### src/rtl/dts_seq_regs.vh
// Timing and encoding constants for the termination supply sequencer.
// Assumes a 10 MHz ref_clk; included by bare name from rtl/.
`ifndef DTS_SEQ_REGS_VH
`define DTS_SEQ_REGS_VH

// Clock period in ns
`define DTS_CLK_NS          100
// Power-good reset delay, ms
`define DTS_PG_DELAY_MS     10
// Over-current limit timer, ms
`define DTS_OC_LIMIT_MS     10
// Retry timeout, ms
`define DTS_RETRY_MS        100
// Over/under-voltage filter, us
`define DTS_UVOV_FILT_US    20
// Soft start duration (min), us
`define DTS_SS_US           1300
// Settle time after bias enable before releasing POR, us
`define DTS_BIAS_US         10

// Cycle counts derived from times and clock period
`define DTS_PG_DELAY_CYC    ((`DTS_PG_DELAY_MS * 1000000) / `DTS_CLK_NS)
`define DTS_OC_LIMIT_CYC    ((`DTS_OC_LIMIT_MS * 1000000) / `DTS_CLK_NS)
`define DTS_RETRY_CYC       ((`DTS_RETRY_MS * 1000000) / `DTS_CLK_NS)
`define DTS_UVOV_FILT_CYC   ((`DTS_UVOV_FILT_US * 1000 + `DTS_CLK_NS - 1) / `DTS_CLK_NS)
`define DTS_SS_CYC          ((`DTS_SS_US * 1000 + `DTS_CLK_NS - 1) / `DTS_CLK_NS)
`define DTS_BIAS_CYC        ((`DTS_BIAS_US * 1000 + `DTS_CLK_NS - 1) / `DTS_CLK_NS)

// Rate select code width and default (pin grounded = top rate)
`define DTS_RATE_W          4
`define DTS_RATE_TOP        4'h0

// Mode encoding on the reported mode port
`define DTS_MODE_NORMAL     2'h0
`define DTS_MODE_STANDBY    2'h1
`define DTS_MODE_SHUTDOWN   2'h2

`endif

### src/rtl/dts_seq_filter.v
// Persistence filter: output follows input only after it held steady.
// Assumes a synchronous input and a synchronous active-low reset.
`timescale 1ns/1ps
module dts_seq_filter #(
  parameter CNT_W = 8,                  // Counter width
  parameter DELAY = 200                 // Cycles the input must hold
) (
  input  wire ref_clk,                  // System clock
  input  wire rstn,                     // Sync reset, active low
  input  wire clear,                    // Force output low
  input  wire rawIn,                    // Unfiltered condition
  output reg  filtOut_r                 // Confirmed condition
);

  reg [CNT_W-1:0] holdCnt_r;            // Cycles since input changed

  // ==========================================================
  // Filter counter
  // Input must differ from output for DELAY cycles to flip it.
  always @(posedge ref_clk) begin
    if (!rstn || clear) begin
      holdCnt_r <= {CNT_W{1'b0}};
      filtOut_r <= 1'b0;
    end else if (rawIn == filtOut_r) begin
      holdCnt_r <= {CNT_W{1'b0}};       // Agreement restarts the count
    end else if (holdCnt_r >= DELAY[CNT_W-1:0] - 1'b1) begin
      holdCnt_r <= {CNT_W{1'b0}};
      filtOut_r <= rawIn;
    end else begin
      holdCnt_r <= holdCnt_r + 1'b1;
    end
  end

endmodule

### src/rtl/dts_seq_ctrl.v
// Mode and start-up sequencer of the termination switching supply.
// Assumes all inputs synchronous to ref_clk; analog blocks obey the enables.
`timescale 1ns/1ps
`include "dts_seq_regs.vh"

module dts_seq_ctrl #(
  parameter PG_DELAY_CYC = `DTS_PG_DELAY_CYC,   // Power-good reset delay
  parameter OC_LIMIT_CYC = `DTS_OC_LIMIT_CYC,   // Current limit timer
  parameter RETRY_CYC    = `DTS_RETRY_CYC,      // Fault retry timeout
  parameter SS_CYC       = `DTS_SS_CYC,         // Soft start length
  parameter BIAS_CYC     = `DTS_BIAS_CYC,       // Bias settle time
  parameter FILT_CYC     = `DTS_UVOV_FILT_CYC,  // Voltage fault filter
  parameter TMR_W        = 21                   // Shared timer width
) (
  input  wire                  ref_clk,              // 10 MHz clock
  input  wire                  rstn,                 // Sync reset, active low
  input  wire                  standby_request_n,    // Standby request, low active
  input  wire                  shutdown_request_n,   // Shutdown request, low active
  input  wire                  supplyInRange,        // Input supply within range
  input  wire [`DTS_RATE_W-1:0] switch_rate_select,  // Digitised rate pin level
  input  wire                  outputInRegulation,   // Output reached regulation
  input  wire                  overVoltRaw,          // Unfiltered over-voltage
  input  wire                  underVoltRaw,         // Unfiltered under-voltage
  input  wire                  currentLimitHit,      // Peak current at limit
  input  wire                  shortCircuitHit,      // Short-circuit level reached
  input  wire                  overTemp,             // Thermal limit, with hysteresis
  output reg                   power_ok_n_o_r,       // Power-good pin output level
  output reg                   power_ok_n_oe_r,      // Power-good drive enable
  output reg                   biasEnable_r,         // Internal supply and bias on
  output reg                   porRelease_r,         // Internal POR released
  output reg                   blocksEnable_r,       // Remaining blocks enabled
  output reg                   converterEnable_r,    // Buck converter switching
  output reg                   softStart_r,          // Soft start ramp active
  output reg                   refOutEnable_r,       // Reference buffer on
  output reg                   termHighZ_r,          // Termination output hi-Z
  output reg                   termDischarge_r,      // Termination discharge switch
  output reg                   refDischarge_r,       // Reference discharge switch
  output reg                   cycleLimit_r,         // Cycle-by-cycle limit active
  output reg [`DTS_RATE_W-1:0] rateLatched_r,        // Latched switching rate code
  output reg [1:0]             mode_r,               // Current operating mode
  output reg                   faultStatus_r         // Any fault present
);

  // ==========================================================
  // States, one-hot
  localparam ST_W      = 8;
  localparam S_OFF     = 8'h01;          // Shutdown, nothing powered
  localparam S_BIAS    = 8'h02;          // Standby, bias and reference only
  localparam S_RATE    = 8'h04;          // POR released, reading rate
  localparam S_SOFT    = 8'h08;          // Soft start ramp
  localparam S_WAITREG = 8'h10;          // Ramp done, awaiting regulation
  localparam S_PGDLY   = 8'h20;          // Reset delay before power-good
  localparam S_RUN     = 8'h40;          // Normal operation
  localparam S_RETRY   = 8'h80;          // Output off, retry timeout

  // State groups; one-hot, so a mask test decodes each
  localparam SET_LOW   = S_OFF | S_BIAS;                      // Bias at most
  localparam SET_CONV  = S_SOFT | S_WAITREG | S_PGDLY | S_RUN; // Switching
  localparam SET_HIGHZ = S_OFF | S_BIAS | S_RATE | S_RETRY;   // Output floats

  // ==========================================================
  // State, timers and decoded levels
  reg [ST_W-1:0]  state_r;               // Current state
  reg [ST_W-1:0]  state_nxt;             // Next state
  reg [TMR_W-1:0] tmr_r;                 // Shared state timer
  reg [TMR_W-1:0] ocTmr_r;               // Current limit timer
  reg             shutReq;               // Decoded shutdown request
  reg             stbyReq;               // Decoded standby request
  reg             tripHit;               // Output must turn off now
  wire            ovConf;                // Filtered over-voltage
  wire            uvConf;                // Filtered under-voltage
  wire            filtClr;               // Filters held clear outside delay and run
  reg             lowNxt;                // Next state is off or bias
  reg             convNxt;               // Next state switches
  reg             hizNxt;                // Next state floats the output

  // Timer reached count (shared compare)
  function tmrDone;
    input [TMR_W-1:0] t;
    input [TMR_W-1:0] lim;
    begin
      tmrDone = (t >= lim - 1'b1);
    end
  endfunction

  // Set membership of a one-hot state code
  // Cheaper than a chain of equality compares.
  function inSet;
    input [ST_W-1:0] st;
    input [ST_W-1:0] grp;
    begin
      inSet = (st & grp) != {ST_W{1'b0}};
    end
  endfunction

  // ==========================================================
  // Request decode
  // Shutdown outranks standby; supply loss treated as shutdown.
  // Levels only: a floating pin reads high, i.e. released.
  always @* begin
    shutReq = !shutdown_request_n || !supplyInRange;
    stbyReq = !standby_request_n && !shutReq;
  end

  // ==========================================================
  // Voltage fault filters
  // Only meaningful while the loop regulates; cleared otherwise.
  // One length for both; agreement with the output restarts it.
  assign filtClr = !(state_r == S_RUN || state_r == S_PGDLY);

  dts_seq_filter #(
    .CNT_W (8),
    .DELAY (FILT_CYC)
  ) u_ovFilt (
    .ref_clk   (ref_clk),
    .rstn      (rstn),
    .clear     (filtClr),
    .rawIn     (overVoltRaw),
    .filtOut_r (ovConf)
  );

  dts_seq_filter #(
    .CNT_W (8),
    .DELAY (FILT_CYC)
  ) u_uvFilt (
    .ref_clk   (ref_clk),
    .rstn      (rstn),
    .clear     (filtClr),
    .rawIn     (underVoltRaw),
    .filtOut_r (uvConf)
  );

  // ==========================================================
  // Current limit timer
  // Runs while limiting; normal current before expiry restarts it.
  // Saturates at the limit so the trip stays asserted.
  always @(posedge ref_clk) begin
    if (!rstn || !converterEnable_r || !currentLimitHit) begin
      ocTmr_r <= {TMR_W{1'b0}};
    end else if (!tmrDone(ocTmr_r, OC_LIMIT_CYC[TMR_W-1:0])) begin
      ocTmr_r <= ocTmr_r + 1'b1;
    end
  end

  // Turn-off causes: timer expiry, short circuit at once, thermal
  // Thermal hysteresis is applied outside this block.
  always @* begin
    tripHit = shortCircuitHit
           || overTemp
           || (currentLimitHit && tmrDone(ocTmr_r, OC_LIMIT_CYC[TMR_W-1:0]));
  end

  // ==========================================================
  // Next-state logic
  // Order: off, bias, rate, soft, wait, delay, run.
  // Trips from any switching state lead to retry;
  // requests are applied last so they win everywhere.
  always @* begin
    state_nxt = state_r;
    case (state_r)
      S_OFF: begin
        if (!shutReq && stbyReq) begin
          state_nxt = S_BIAS;
        end else if (!shutReq) begin
          state_nxt = S_BIAS;            // Bias first, then POR
        end
      end
      S_BIAS: begin
        if (shutReq) begin
          state_nxt = S_OFF;
        end else if (!stbyReq && tmrDone(tmr_r, BIAS_CYC[TMR_W-1:0])) begin
          state_nxt = S_RATE;
        end
      end
      S_RATE: begin
        // One cycle: pin read as POR lets go
        state_nxt = S_SOFT;
      end
      S_SOFT: begin
        // Ramp length set by the shared timer
        if (tripHit) begin
          state_nxt = S_RETRY;
        end else if (tmrDone(tmr_r, SS_CYC[TMR_W-1:0])) begin
          state_nxt = S_WAITREG;
        end
      end
      S_WAITREG: begin
        // No time limit; faults still trip
        if (tripHit) begin
          state_nxt = S_RETRY;
        end else if (outputInRegulation) begin
          state_nxt = S_PGDLY;
        end
      end
      S_PGDLY: begin
        // Voltage faults hold power-good, not the count
        if (tripHit) begin
          state_nxt = S_RETRY;
        end else if (tmrDone(tmr_r, PG_DELAY_CYC[TMR_W-1:0])) begin
          state_nxt = S_RUN;
        end
      end
      S_RUN: begin
        // Voltage faults stay in run, outputs active
        if (tripHit) begin
          state_nxt = S_RETRY;
        end
      end
      S_RETRY: begin
        // Thermal: wait for cool-down before the timeout counts
        if (tmrDone(tmr_r, RETRY_CYC[TMR_W-1:0]) && !overTemp) begin
          state_nxt = S_SOFT;
        end
      end
      default: begin
        // Illegal code: recover through shutdown
        state_nxt = S_OFF;
      end
    endcase
    // Requests override any sequence step
    if (shutReq) begin
      state_nxt = S_OFF;
    end else if (stbyReq) begin
      state_nxt = S_BIAS;
    end
  end

  // ==========================================================
  // State register and shared timer
  // Timer restarts on every state change, and stays cleared in retry
  // while hot so the timeout starts after the hysteresis.
  // Saturates, so a long standby leaves it parked high.
  always @(posedge ref_clk) begin
    if (!rstn) begin
      state_r <= S_OFF;
      tmr_r   <= {TMR_W{1'b0}};
    end else begin
      state_r <= state_nxt;
      if (state_nxt != state_r) begin
        tmr_r <= {TMR_W{1'b0}};
      end else if (state_r == S_RETRY && overTemp) begin
        tmr_r <= {TMR_W{1'b0}};
      end else if (!(&tmr_r)) begin
        tmr_r <= tmr_r + 1'b1;
      end
    end
  end

  // ==========================================================
  // Rate latch
  // Sampled once as POR releases; later pin changes are ignored.
  // Retries skip the rate state and keep the code.
  // A grounded pin reads code zero, the top rate.
  always @(posedge ref_clk) begin
    if (!rstn) begin
      rateLatched_r <= `DTS_RATE_TOP;
    end else if (state_r == S_RATE) begin
      rateLatched_r <= switch_rate_select;
    end
  end

  // ==========================================================
  // Next-state groups
  // Decoded once and shared by several enables below.
  always @* begin
    lowNxt  = inSet(state_nxt, SET_LOW);
    convNxt = inSet(state_nxt, SET_CONV);
    hizNxt  = inSet(state_nxt, SET_HIGHZ);
  end

  // ==========================================================
  // Registered outputs from the next state
  always @(posedge ref_clk) begin
    if (!rstn) begin
      biasEnable_r      <= 1'b0;
      porRelease_r      <= 1'b0;
      blocksEnable_r    <= 1'b0;
      converterEnable_r <= 1'b0;
      softStart_r       <= 1'b0;
      refOutEnable_r    <= 1'b0;
      termHighZ_r       <= 1'b1;
      termDischarge_r   <= 1'b0;
      refDischarge_r    <= 1'b0;
      cycleLimit_r      <= 1'b0;
      mode_r            <= `DTS_MODE_SHUTDOWN;
      faultStatus_r     <= 1'b0;
      power_ok_n_o_r    <= 1'b0;
      power_ok_n_oe_r   <= 1'b0;
    end else begin
      // Supplies and internal resets
      biasEnable_r      <= (state_nxt != S_OFF);
      porRelease_r      <= !lowNxt;
      blocksEnable_r    <= !lowNxt;
      // Converter and ramp
      converterEnable_r <= convNxt;
      softStart_r       <= (state_nxt == S_SOFT);
      // Output stage and discharge paths
      refOutEnable_r    <= (state_nxt != S_OFF);
      termHighZ_r       <= hizNxt;
      termDischarge_r   <= (state_nxt == S_OFF);
      refDischarge_r    <= (state_nxt == S_OFF);
      cycleLimit_r      <= currentLimitHit && convNxt;
      // Standby is reported only while it is requested
      if (state_nxt == S_OFF) begin
        mode_r <= `DTS_MODE_SHUTDOWN;
      end else if (state_nxt == S_BIAS && stbyReq) begin
        mode_r <= `DTS_MODE_STANDBY;
      end else begin
        mode_r <= `DTS_MODE_NORMAL;
      end
      // Status
      faultStatus_r     <= tripHit || ovConf || uvConf || (state_nxt == S_RETRY);
      // Pin is open drain: drive low or release to the pull-up
      // Released in start-up, standby, shutdown and retry
      power_ok_n_o_r    <= 1'b0;
      power_ok_n_oe_r   <= (state_nxt == S_RUN) && !tripHit
                           && !ovConf && !uvConf;
    end
  end

endmodule

### config.mk
export PLATFORM = sky130hd
export DESIGN_NAME = dts_seq_ctrl
export DESIGN_NICKNAME = d
export VERILOG_FILES = /design/src/rtl/dts_seq_filter.v /design/src/rtl/dts_seq_ctrl.v
export VERILOG_INCLUDE_DIRS = /design/src /design/src/rtl
export SDC_FILE = /design/constraint.sdc
export NUM_CORES = 1
export LEC_CHECK = 0
export BUFFER_PORTS_ARGS = -buffer_cell sky130_fd_sc_hd__buf_2
export CAP_MARGIN = 0
export CORE_ASPECT_RATIO = 1.5
export CORE_UTILIZATION = 60
export CTS_CLUSTER_SIZE = 25
export DETAILED_ROUTE_END_ITERATION = 8
export HOLD_SLACK_MARGIN = 0.02
export PLACE_DENSITY_LB_ADDON = 0.15
export SLEW_MARGIN = 20
export SYNTH_ARGS = -nofsm -noshare
export SYNTH_HDL_FRONTEND = slang
export SYNTH_HIERARCHICAL = 1
export SYNTH_SLANG_ARGS = --single-unit
### constraint.sdc
create_clock -name ref_clk -period 4 [get_ports ref_clk]
set_clock_uncertainty 0.15 [all_clocks]
set_input_delay 0.2 -clock ref_clk [delete_from_list [all_inputs] [get_ports ref_clk]]
set_output_delay 0.2 -clock ref_clk [all_outputs]
set_load 0.005 [all_outputs]
==> results of run 1 <==
-- routing by layer --
| layer | track usage, % | routed length (µm) | vias up | part of all wire (%) |
|---|---|---|---|---|
| li1 | - | - | 2014 | - |
| met1 | 29.4 | 4030 | 1954 | 38 |
| met2 | 51.5 | 5680 | 109 | 54 |
| met3 | 5.77 | 418 | 34 | 4.0 |
| met4 | 16.1 | 423 | 0 | 4.0 |
| met5 | 0 | 0 | - | 0 |
-- kinds of logic after synthesis --
kind of cell | share of synthesized area, %
AOI/OAI and AO/OA | 16.5
muxes | 1.30
adders and majority gates | 1.08
and+or+nand+nor | 31.6
xor gates and xnor gates | 7.96
other | 0.0811
DFF | 36.0
buffers and inverters | 5.50
-- registers in the layout, summed over array words and instances, names as in the netlist, 2 cells and up --
name and cells:
ocTmr_r 21, tmr_r 21, state_r 8, u_ovFilt/holdCnt_r 8, u_uvFilt/holdCnt_r 8, rateLatched_r 4
mode_r 2
-- power by group through the flow --
stage                     combinational [mW]  sequential (mW)  clock [mW]
after global placement                0.0635            0.855           0
after floorplan                       0.0454            0.853           0
after global routing                  0.0792            0.837       0.730
after CTS                             0.0724            0.835       0.697
final                                 0.0732            0.835       0.682
after detailed placement              0.0654            0.855           0
-- area by class of cell --
cell class / instances / share of cell area [%]
clock buffers: 10 / 2.69
clock inverters: 6 / 1.83
inverters: 17 / 1.25
multi-input cells: 406 / 53.1
flip-flops and latches: 83 / 32.5
well taps: 100 / 2.44
repair buffers: 50 / 6.21
-- cell usage in the layout, fill, tap and decap left out, types with 17 or more instances in the layout --
master	instances
nor4_2	20
dfxtp_1	83
nor2_1	63
nand2_1	47
a21oi_1	19
xnor2_1	17
xor2_1	24
buf_2	32
nand3_1	18
-- worst max-delay path by stage --
| stage | start | endpoint | cells after the start |
|---|---|---|---|
| floorplan | state_r[5]$_SDFF_PN0_ | tmr_r[10]$_SDFFE_PP0N_ | 10 |
| global placement | state_r[4]$_SDFF_PN0_ | tmr_r[4]$_SDFFE_PP0N_ | 8 |
| detailed placement | state_r[4]$_SDFF_PN0_ | tmr_r[19]$_SDFFE_PP0N_ | 8 |
| CTS | state_r[4]$_SDFF_PN0_ | tmr_r[1]$_SDFFE_PP0N_ | 8 |
| global route | state_r[4]$_SDFF_PN0_ | tmr_r[1]$_SDFFE_PP0N_ | 8 |
| finish | state_r[4]$_SDFF_PN0_ | tmr_r[16]$_SDFFE_PP0N_ | 8 |
-- what timing repair did --
action | CTS | global route
resized for setup | 0 | 0
endpoints found under the hold margin | 11 | 0
hold buffers | 9 | 0
-- metrics by stage --
step	setup slack (ns)	cell area [µm²]	power, mW
after floorplan	0.851	4620	0.898
after global placement	0.473	4800	0.918
after detailed placement	0.365	4800	0.920
after CTS	0.349	5120	1.60
after global routing	0.139	5120	1.65
final	0.329	5120	1.59
-- critical path, stage by stage (launching register included) --
cell and delay, ns:
dfxtp_1 0.43, or4_4 0.57, or4_4 0.51, o31ai_1 0.27, o2111ai_1 0.16, a2111oi_2 0.47, o2111ai_2 0.41, buf_4 0.32
nor4_2 0.28
==> results.md, run 1 <==
- Outcome: finished clean
- Setup violators final: 0
- Synth Register Bits: 83
- Leak pwr: 1.79 nW
- PD cells: 311 nW/µm²
- Minimum clock period: 3.67 ns
- DIE WIDTH: 73.7 µm
- Internal power: 1.23 mW
- Router iterations before antenna repair: 4
- Worst r2r dst: tmr_r[16]$_SDFFE_PP0N_
- Final TNS setup: 0 ns
- Measured slew at the worst slew-check pin: 0.721 ns
- Main area contributors after synthesis: dfxtp_1 (36%), nor4_2 (5.4%), nor2_1 (5.1%), xor2_1 (4.5%), nand2_1 (3.8%)
- Worst R2R Path Depth: 8
- Hold Crit Depth: 5
- Power share of the clock group: 42.9%
- # fillers: 610
- Drc violations: 0
- Final worst-path cycle share: 91.8%
- Syn Nets: 562
- Post-synth EDFFs: 0
- Class of the worst hold path: in -> reg
- Peak supply drop: 0.298 mV
- Worst setup EP type: flop
- Slew Viols, Final: 0
- Mapped cell area: 4620 µm²
- Share of flip-flops with an asynchronous set or reset: 0%
- Clock-pin slew on the worst setup and hold paths: 0.09 ns
- Final Hold Vio Count: 0
- Synth cell types: 67
- Cts bufs inserted: 9
- Pin count of the biggest net entering global routing: 22
- Critical Path AT: 3.78 ns
- WHS Endpoint: state_r[5]$_SDFF_PN0_
- Ant diodes: 0
- Critical Path RT: 4.11 ns
- Switching share of power: 22.4%
- Clock Tree Buf Depth: 2
- Total Routing Usage GR: 28.3%
- CTS tree: built
- Vias per cell: 6.12
- Yosys top cell by area: dfxtp_1
- RSZ-0062 raised after global routing: no
- Std-Cell Rows: 38
- Synth Flop Type: dfxtp_1
- Layout Area Growth over Synthesis: 10.8%
- Clock Sinks: 83
- DP HPWL: 7800 µm
- Slew HR: 51.6%
- Gate Count Post-Synth: 543
- 1st-iter DRT viols: 264
- WL per Instance: 15.7 µm
- Count of nets after finishing: 586
- Layout cells sized above 1: 17.0%
- Sw Pwr: 356 µW
- Synth top cells by count: dfxtp_1 (83), nor2_1 (63), nand2_1 (47), clkbuf_1 (25), xor2_1 (24)
- Worst-path fanout max: 10
- Worst skew pair latency: 0.36 ns
- First-pass GRT wire length: 17700 µm
- Grt total ovfl: 0
- Port Buffers: 32
- Syn_area_per_cell: 8.51 µm²
- Routed Wire Length: 10600 µm
- Crit Path Class: reg -> reg
- Top Ports: 34
- Post-synth top area share: 36.0%
- Post-Layout Cell Count: 672
- Die ar.: 8070 µm²
- Startpoint Class: flop
- Seq pwr share: 52.5%
- YS warnings: 6
- Max-cap violation count: 0
- Root buf cell: clkbuf_8
- Vias in the first global route: 3963
- Storage cell area: 1660 µm²
- Die Y: 109 µm
- Utilization after layout: 69.9%
- Worst R2R Setup Slack: 0.33 ns
- # H-tree levels: 3
- Initial antenna violation count: 0
- Area occupied by multi-input gates: 2720 µm²
- Core box area: 7320 µm²
- Reg-to-Reg Start: state_r[4]$_SDFF_PN0_
- DP Cell Count: 647
- Part of the power in combinational logic: 4.6%
- DR vias: 4111
- Worst Hold Margin: 0.184 ns
- Post-DRT Antenna Nets: 0
- Initial Util: 63.1%
- Max frequency: 0.272 GHz
- Top-count cell post-synth: dfxtp_1
- Routability congestion estimate: 0.982
- Register area share after synthesis: 36.0%
- Number of post-CTS setup repair buffers: 0
- Hold path startpoint: outputInRegulation
No activity file was read; power rests on OpenSTA's default activity.
==> inputs of run 2 (changes only) <==
--- a/config.mk
+++ b/config.mk
@@ -13,7 +13,7 @@
 export CTS_CLUSTER_SIZE = 25
 export DETAILED_ROUTE_END_ITERATION = 8
 export HOLD_SLACK_MARGIN = 0.02
-export PLACE_DENSITY_LB_ADDON = 0.15
+export PLACE_DENSITY = 0.79
 export SLEW_MARGIN = 20
 export SYNTH_ARGS = -nofsm -noshare
 export SYNTH_HDL_FRONTEND = slang
==> results.md, run 2 (synthesis gave the netlist of run 1 again) <==
- Measured slew at the worst slew-check pin: 0.873 ns
- DP HPWL: 7710 µm
- Worst R2R Setup Slack: 0.65 ns
- Part of the power in combinational logic: 4.6%
- Die Y: 109 µm
- DP Area: 4780 µm²
- 1st-iter DRT viols: 209
- Storage cell area: 1660 µm²
- Port Buffers: 32
- Routability congestion estimate: 0.978
- Vias in the first global route: 3801
- Worst setup margin: 0.647 ns
- Cell area after layout: 5060 µm²
- DIE WIDTH: 73.7 µm
- Outcome: finished clean
- Post-DRT Antenna Nets: 0
- Utilization after layout: 69.2%
- Peak supply drop: 0.264 mV
- Vias per cell: 6.17
- Total Routing Usage GR: 27.5%
- Drc violations: 0
- Post-Layout Cell Count: 669
- # H-tree levels: 3
- # fillers: 614
- Worst setup EP type: flop
- Power share of the clock group: 40.1%
- Overall Power: 1.51 mW
- Final worst-path cycle share: 83.8%
- Die ar.: 8070 µm²
- Worst skew pair latency: 0.36 ns
- Clock Tree Buf Depth: 2
- Max-cap violation count: 0
- Final Hold Vio Count: 0
- Initial antenna violation count: 0
- Commonest non-fill, non-tap cell in the layout: dfxtp_1
- Count of nets after finishing: 583
- Class of the worst hold path: in -> reg
- Leak pwr: 1.76 nW
- Worst Hold Margin: 0.193 ns
- Clock-pin slew on the worst setup and hold paths: 0.09 ns
- Worst-path fanout max: 21
- Pin count of the biggest net entering global routing: 22
- First-pass GRT wire length: 17100 µm
- Max frequency: 0.298 GHz
- Largest regs: ocTmr_r (21), tmr_r (21)
- Startpoint Class: flop
- Most frequent cells in the layout: dfxtp_1 (83), nor2_1 (63), nand2_1 (47)
- PD cells: 299 nW/µm²
- Initial Util: 63.1%
- Cts bufs inserted: 9
- Area occupied by multi-input gates: 2720 µm²
- Minimum clock period: 3.35 ns
- RSZ-0062 raised after global routing: no
- Critical Path AT: 3.45 ns
- Slew HR: 41.6%
- Std-Cell Rows: 38
- Slew Viols, Final: 0
- Layout Area Growth over Synthesis: 9.56%
- Core box area: 7320 µm²
- Internal power: 1.15 mW
- DP Cell Count: 644
- Critical Path RT: 4.10 ns
- Router iterations before antenna repair: 5
- Clock Sinks: 83
- Grt total ovfl: 0
- Layout cells sized above 1: 16.5%
- Sw Pwr: 362 µW
- Ant diodes: 0
- Switching share of power: 23.9%
- Root buf cell: clkbuf_8
- Crit Path Class: reg -> reg
- Pre-CTS setup slack: 0.634 ns
- CTS tree: built
- Seq pwr share: 55.3%
- DR vias: 4125
- WL per Instance: 15.5 µm
- Top Ports: 34
- Final TNS setup: 0 ns
- Setup violators final: 0
- Routed Wire Length: 10400 µm
## run 2: changes by cell type in the layout (fill, tap and decap cells not counted)
cell,previous run,this run
clkinv_2,0,2
buf_4,9,6
clkbuf_8,10,9
bufinv_16,2,1
## run 2: repair_timing
item,4_1_cts,5_1_grt
setup endpoints to repair,0,0
hold buffers,9,0
endpoints found under the hold margin,11,0
buffers inserted,0,0
gates resized for setup,0,0
## run 2: layout make-up
class                   instances  share of cell area, %
clock buffers                   9                   2.45
clock inverters                 7                   1.46
inverters                      17                   1.26
multi-input cells             406                   53.7
flip-flops and latches         83                   32.8
well taps                     100                   2.47
repair buffers                 47                   5.83
## run 2: final timing paths
path	startpoint	endpoint	cells after the start
setup / recovery	state_r[4]$_SDFF_PN0_	tmr_r[11]$_SDFFE_PP0N_	8
hold / removal	outputInRegulation	state_r[5]$_SDFF_PN0_	5
setup reg to reg	state_r[4]$_SDFF_PN0_	tmr_r[11]$_SDFFE_PP0N_	8
hold reg to reg	u_ovFilt/holdCnt_r[0]$_SDFF_PP0_	u_ovFilt/holdCnt_r[0]$_SDFF_PP0_	1
## run 2: critical path, cell delays in order, from the launching register on
cell and delay (ns):
dfxtp_1 0.43, or4_4 0.57, or4_4 0.51, o31ai_1 0.27
o2111ai_1 0.16, a2111oi_2 0.38, o2111ai_2 0.14, buf_4 0.26
a2111oi_1 0.37
## run 2: metal layers
metal / GRT usage [%] / part of all wire [%] / vias to the layer above
li1: - / - / 2004
met1: 29.6 / 38 / 1938
met2: 50.3 / 54 / 142
met3: 5.59 / 4.8 / 41
met4: 13.2 / 3.8 / 0
met5: 0 / 0 / -
## run 2: power groups by stage
stage	Combinational, mW	Clock [mW]	Sequential (mW)
2_1_floorplan	0.0454	0	0.853
3_5_place_dp	0.0628	0	0.855
6_report	0.0694	0.607	0.836
5_1_grt	0.0763	0.660	0.837
3_3_place_gp	0.0612	0	0.855
4_1_cts	0.0699	0.621	0.836
==> inputs of run 3 (changes only) <==
==> constraint.sdc (replaced) <==
create_clock -name ref_clk -period 3.4 [get_ports ref_clk]
set_clock_uncertainty 0.15 [all_clocks]
set_input_delay 0.17 -clock ref_clk [delete_from_list [all_inputs] [get_ports ref_clk]]
set_output_delay 0.17 -clock ref_clk [all_outputs]
set_load 0.005 [all_outputs]
==> results.md, run 3 (synthesis gave the netlist of run 1 again) <==
- Outcome: finished clean
- Leak pwr: 1.83 nW
- Post-Layout Cell Count: 680
- Layout cells sized above 1: 17.9%
- Worst skew pair latency: 0.37 ns
- Post-DRT Antenna Nets: 0
- Count of nets after finishing: 594
- Commonest non-fill, non-tap cell in the layout: dfxtp_1
- Routability congestion estimate: 0.943
- Setup violators final: 0
- Pin count of the biggest net entering global routing: 22
- Worst R2R Path Depth: 8
- Critical path's most frequent cell: or4_4
- Top Ports: 34
- Hold path startpoint: outputInRegulation
- Std-Cell Rows: 38
- Port Buffers: 32
- Worst-path fanout max: 9
- Total Routing Usage GR: 29.5%
- Core box area: 7320 µm²
- Final TNS setup: 0 ns
- Reg-to-Reg Start: state_r[3]$_SDFF_PN0_
- Worst path cell trace: or4_4 -> or4_4 -> o31ai_1 -> o2111ai_1 -> a2111oi_2 -> o2111ai_2 -> buf_4 -> nor4_4
- DP Cell Count: 654
- Hold Crit Depth: 5
- 1st-iter DRT viols: 145
- Final Hold Vio Count: 0
- Cts bufs inserted: 9
- RSZ-0062 raised after global routing: no
- Final worst-path cycle share: 94.2%
- Initial Util: 63.1%
- Grt total ovfl: 0
- Slew HR: 53.9%
- Worst setup EP type: flop
- Clock Tree Buf Depth: 2
- Critical Path RT: 3.53 ns
- Ant diodes: 0
- Measured slew at the worst slew-check pin: 0.688 ns
- Clock Sinks: 83
- Slowest cell on crit path: or4_4
- Initial antenna violation count: 0
- Largest regs: ocTmr_r (21), tmr_r (21)
- Die Y: 109 µm
- Top delay family on crit path: simple AND/OR/NAND/NOR gates
- Vias in the first global route: 4119
- Clock-pin slew on the worst setup and hold paths: 0.08 ns
- Slew Viols, Final: 0
- CTS tree: built
- Layout Area Growth over Synthesis: 12.6%
- Die ar.: 8070 µm²
- # H-tree levels: 3
- DIE WIDTH: 73.7 µm
- DR vias: 4162
- Startpoint Class: flop
- Critical path startpoint: state_r[3]$_SDFF_PN0_
- Most frequent cells in the layout: dfxtp_1 (83), nor2_1 (63), nand2_1 (47)
- Router iterations before antenna repair: 5
- Minimum clock period: 3.20 ns
- Routed Wire Length: 11000 µm
- PD cells: 363 nW/µm²
- DP HPWL: 8000 µm
- Max frequency: 0.312 GHz
- Drc violations: 0
- Max-cap violation count: 0
- Overall Power: 1.89 mW
- Vias per cell: 6.12
- Class of the worst hold path: in -> reg
- Peak supply drop: 0.391 mV
- WL per Instance: 16.2 µm
- Root buf cell: clkbuf_8
- Crit Path Class: reg -> reg
- CP max stage delay: 0.58 ns
- First-pass GRT wire length: 18300 µm
- Stages on the worst setup path: 8
- Critical Path AT: 3.33 ns
- Crit path buf inv count: 1
==> run 3: path summary, 6_finish.rpt <==
| check | to | slack (ns) |
|---|---|---|
| worst max-delay path | tmr_r[12]$_SDFFE_PP0N_ | 0.20 |
| worst min-delay path | state_r[5]$_SDFF_PN0_ | 0.16 |
| worst max register to register | tmr_r[12]$_SDFFE_PP0N_ | 0.20 |
| worst min register to register | u_uvFilt/holdCnt_r[0]$_SDFF_PP0_ | 0.30 |
==> run 3: timing repair <==
action,4_1_cts,5_1_grt
setup endpoints to repair,0,1
hold buffers,10,0
setup buffers,0,0
hold endpoints to repair,14,0
resized for setup,0,1
==> run 3: cell type report <==
| class | instances | area, µm² |
|---|---|---|
| Clock buffer | 10 | 138 |
| Clock inverter | 6 | 96.3 |
| Fill cell | 621 | 2120 |
| Inverter | 17 | 63.8 |
| Multi-Input combinational cell | 406 | 2730 |
| Sequential cell | 83 | 1660 |
| Tap cell | 100 | 125 |
| Timing Repair Buffer | 58 | 393 |
==> run 3: layer usage <==
metal  global-route usage [%]  part of all wire [%]
met1                     30.4                    38
met2                     55.1                    54
met3                     5.50                   4.3
met4                     15.5                   3.8
met5                        0                     0
==> run 3: tightest hold or removal path: stages <==
cell     delay [ns]
buf_2          0.10
inv_1          0.07
nor2_1         0.07
a21oi_1        0.15
nor4_1         0.06
==> run 3: power by group <==
group / leakage, nW / switching, mW / internal, mW / total [mW]
registers: 0.670 / 0.00539 / 0.977 / 0.982
clock network: 0.115 / 0.378 / 0.442 / 0.820
logic: 1.05 / 0.0507 / 0.0367 / 0.0874
total: 1.83 / 0.434 / 1.46 / 1.89
==> run 3: through the flow <==
stage	hold WS (ns)	setup slack (ns)	util, %	area (µm²)
floorplan	0.0924	0.251	-	4620
global placement	0.246	0.317	66.4	4860
detailed placement	0.250	0.211	66.4	4860
CTS	0.136	0.205	71.0	5200
global route	0.189	0.0182	71.1	5210
finish	0.155	0.199	71.1	5210
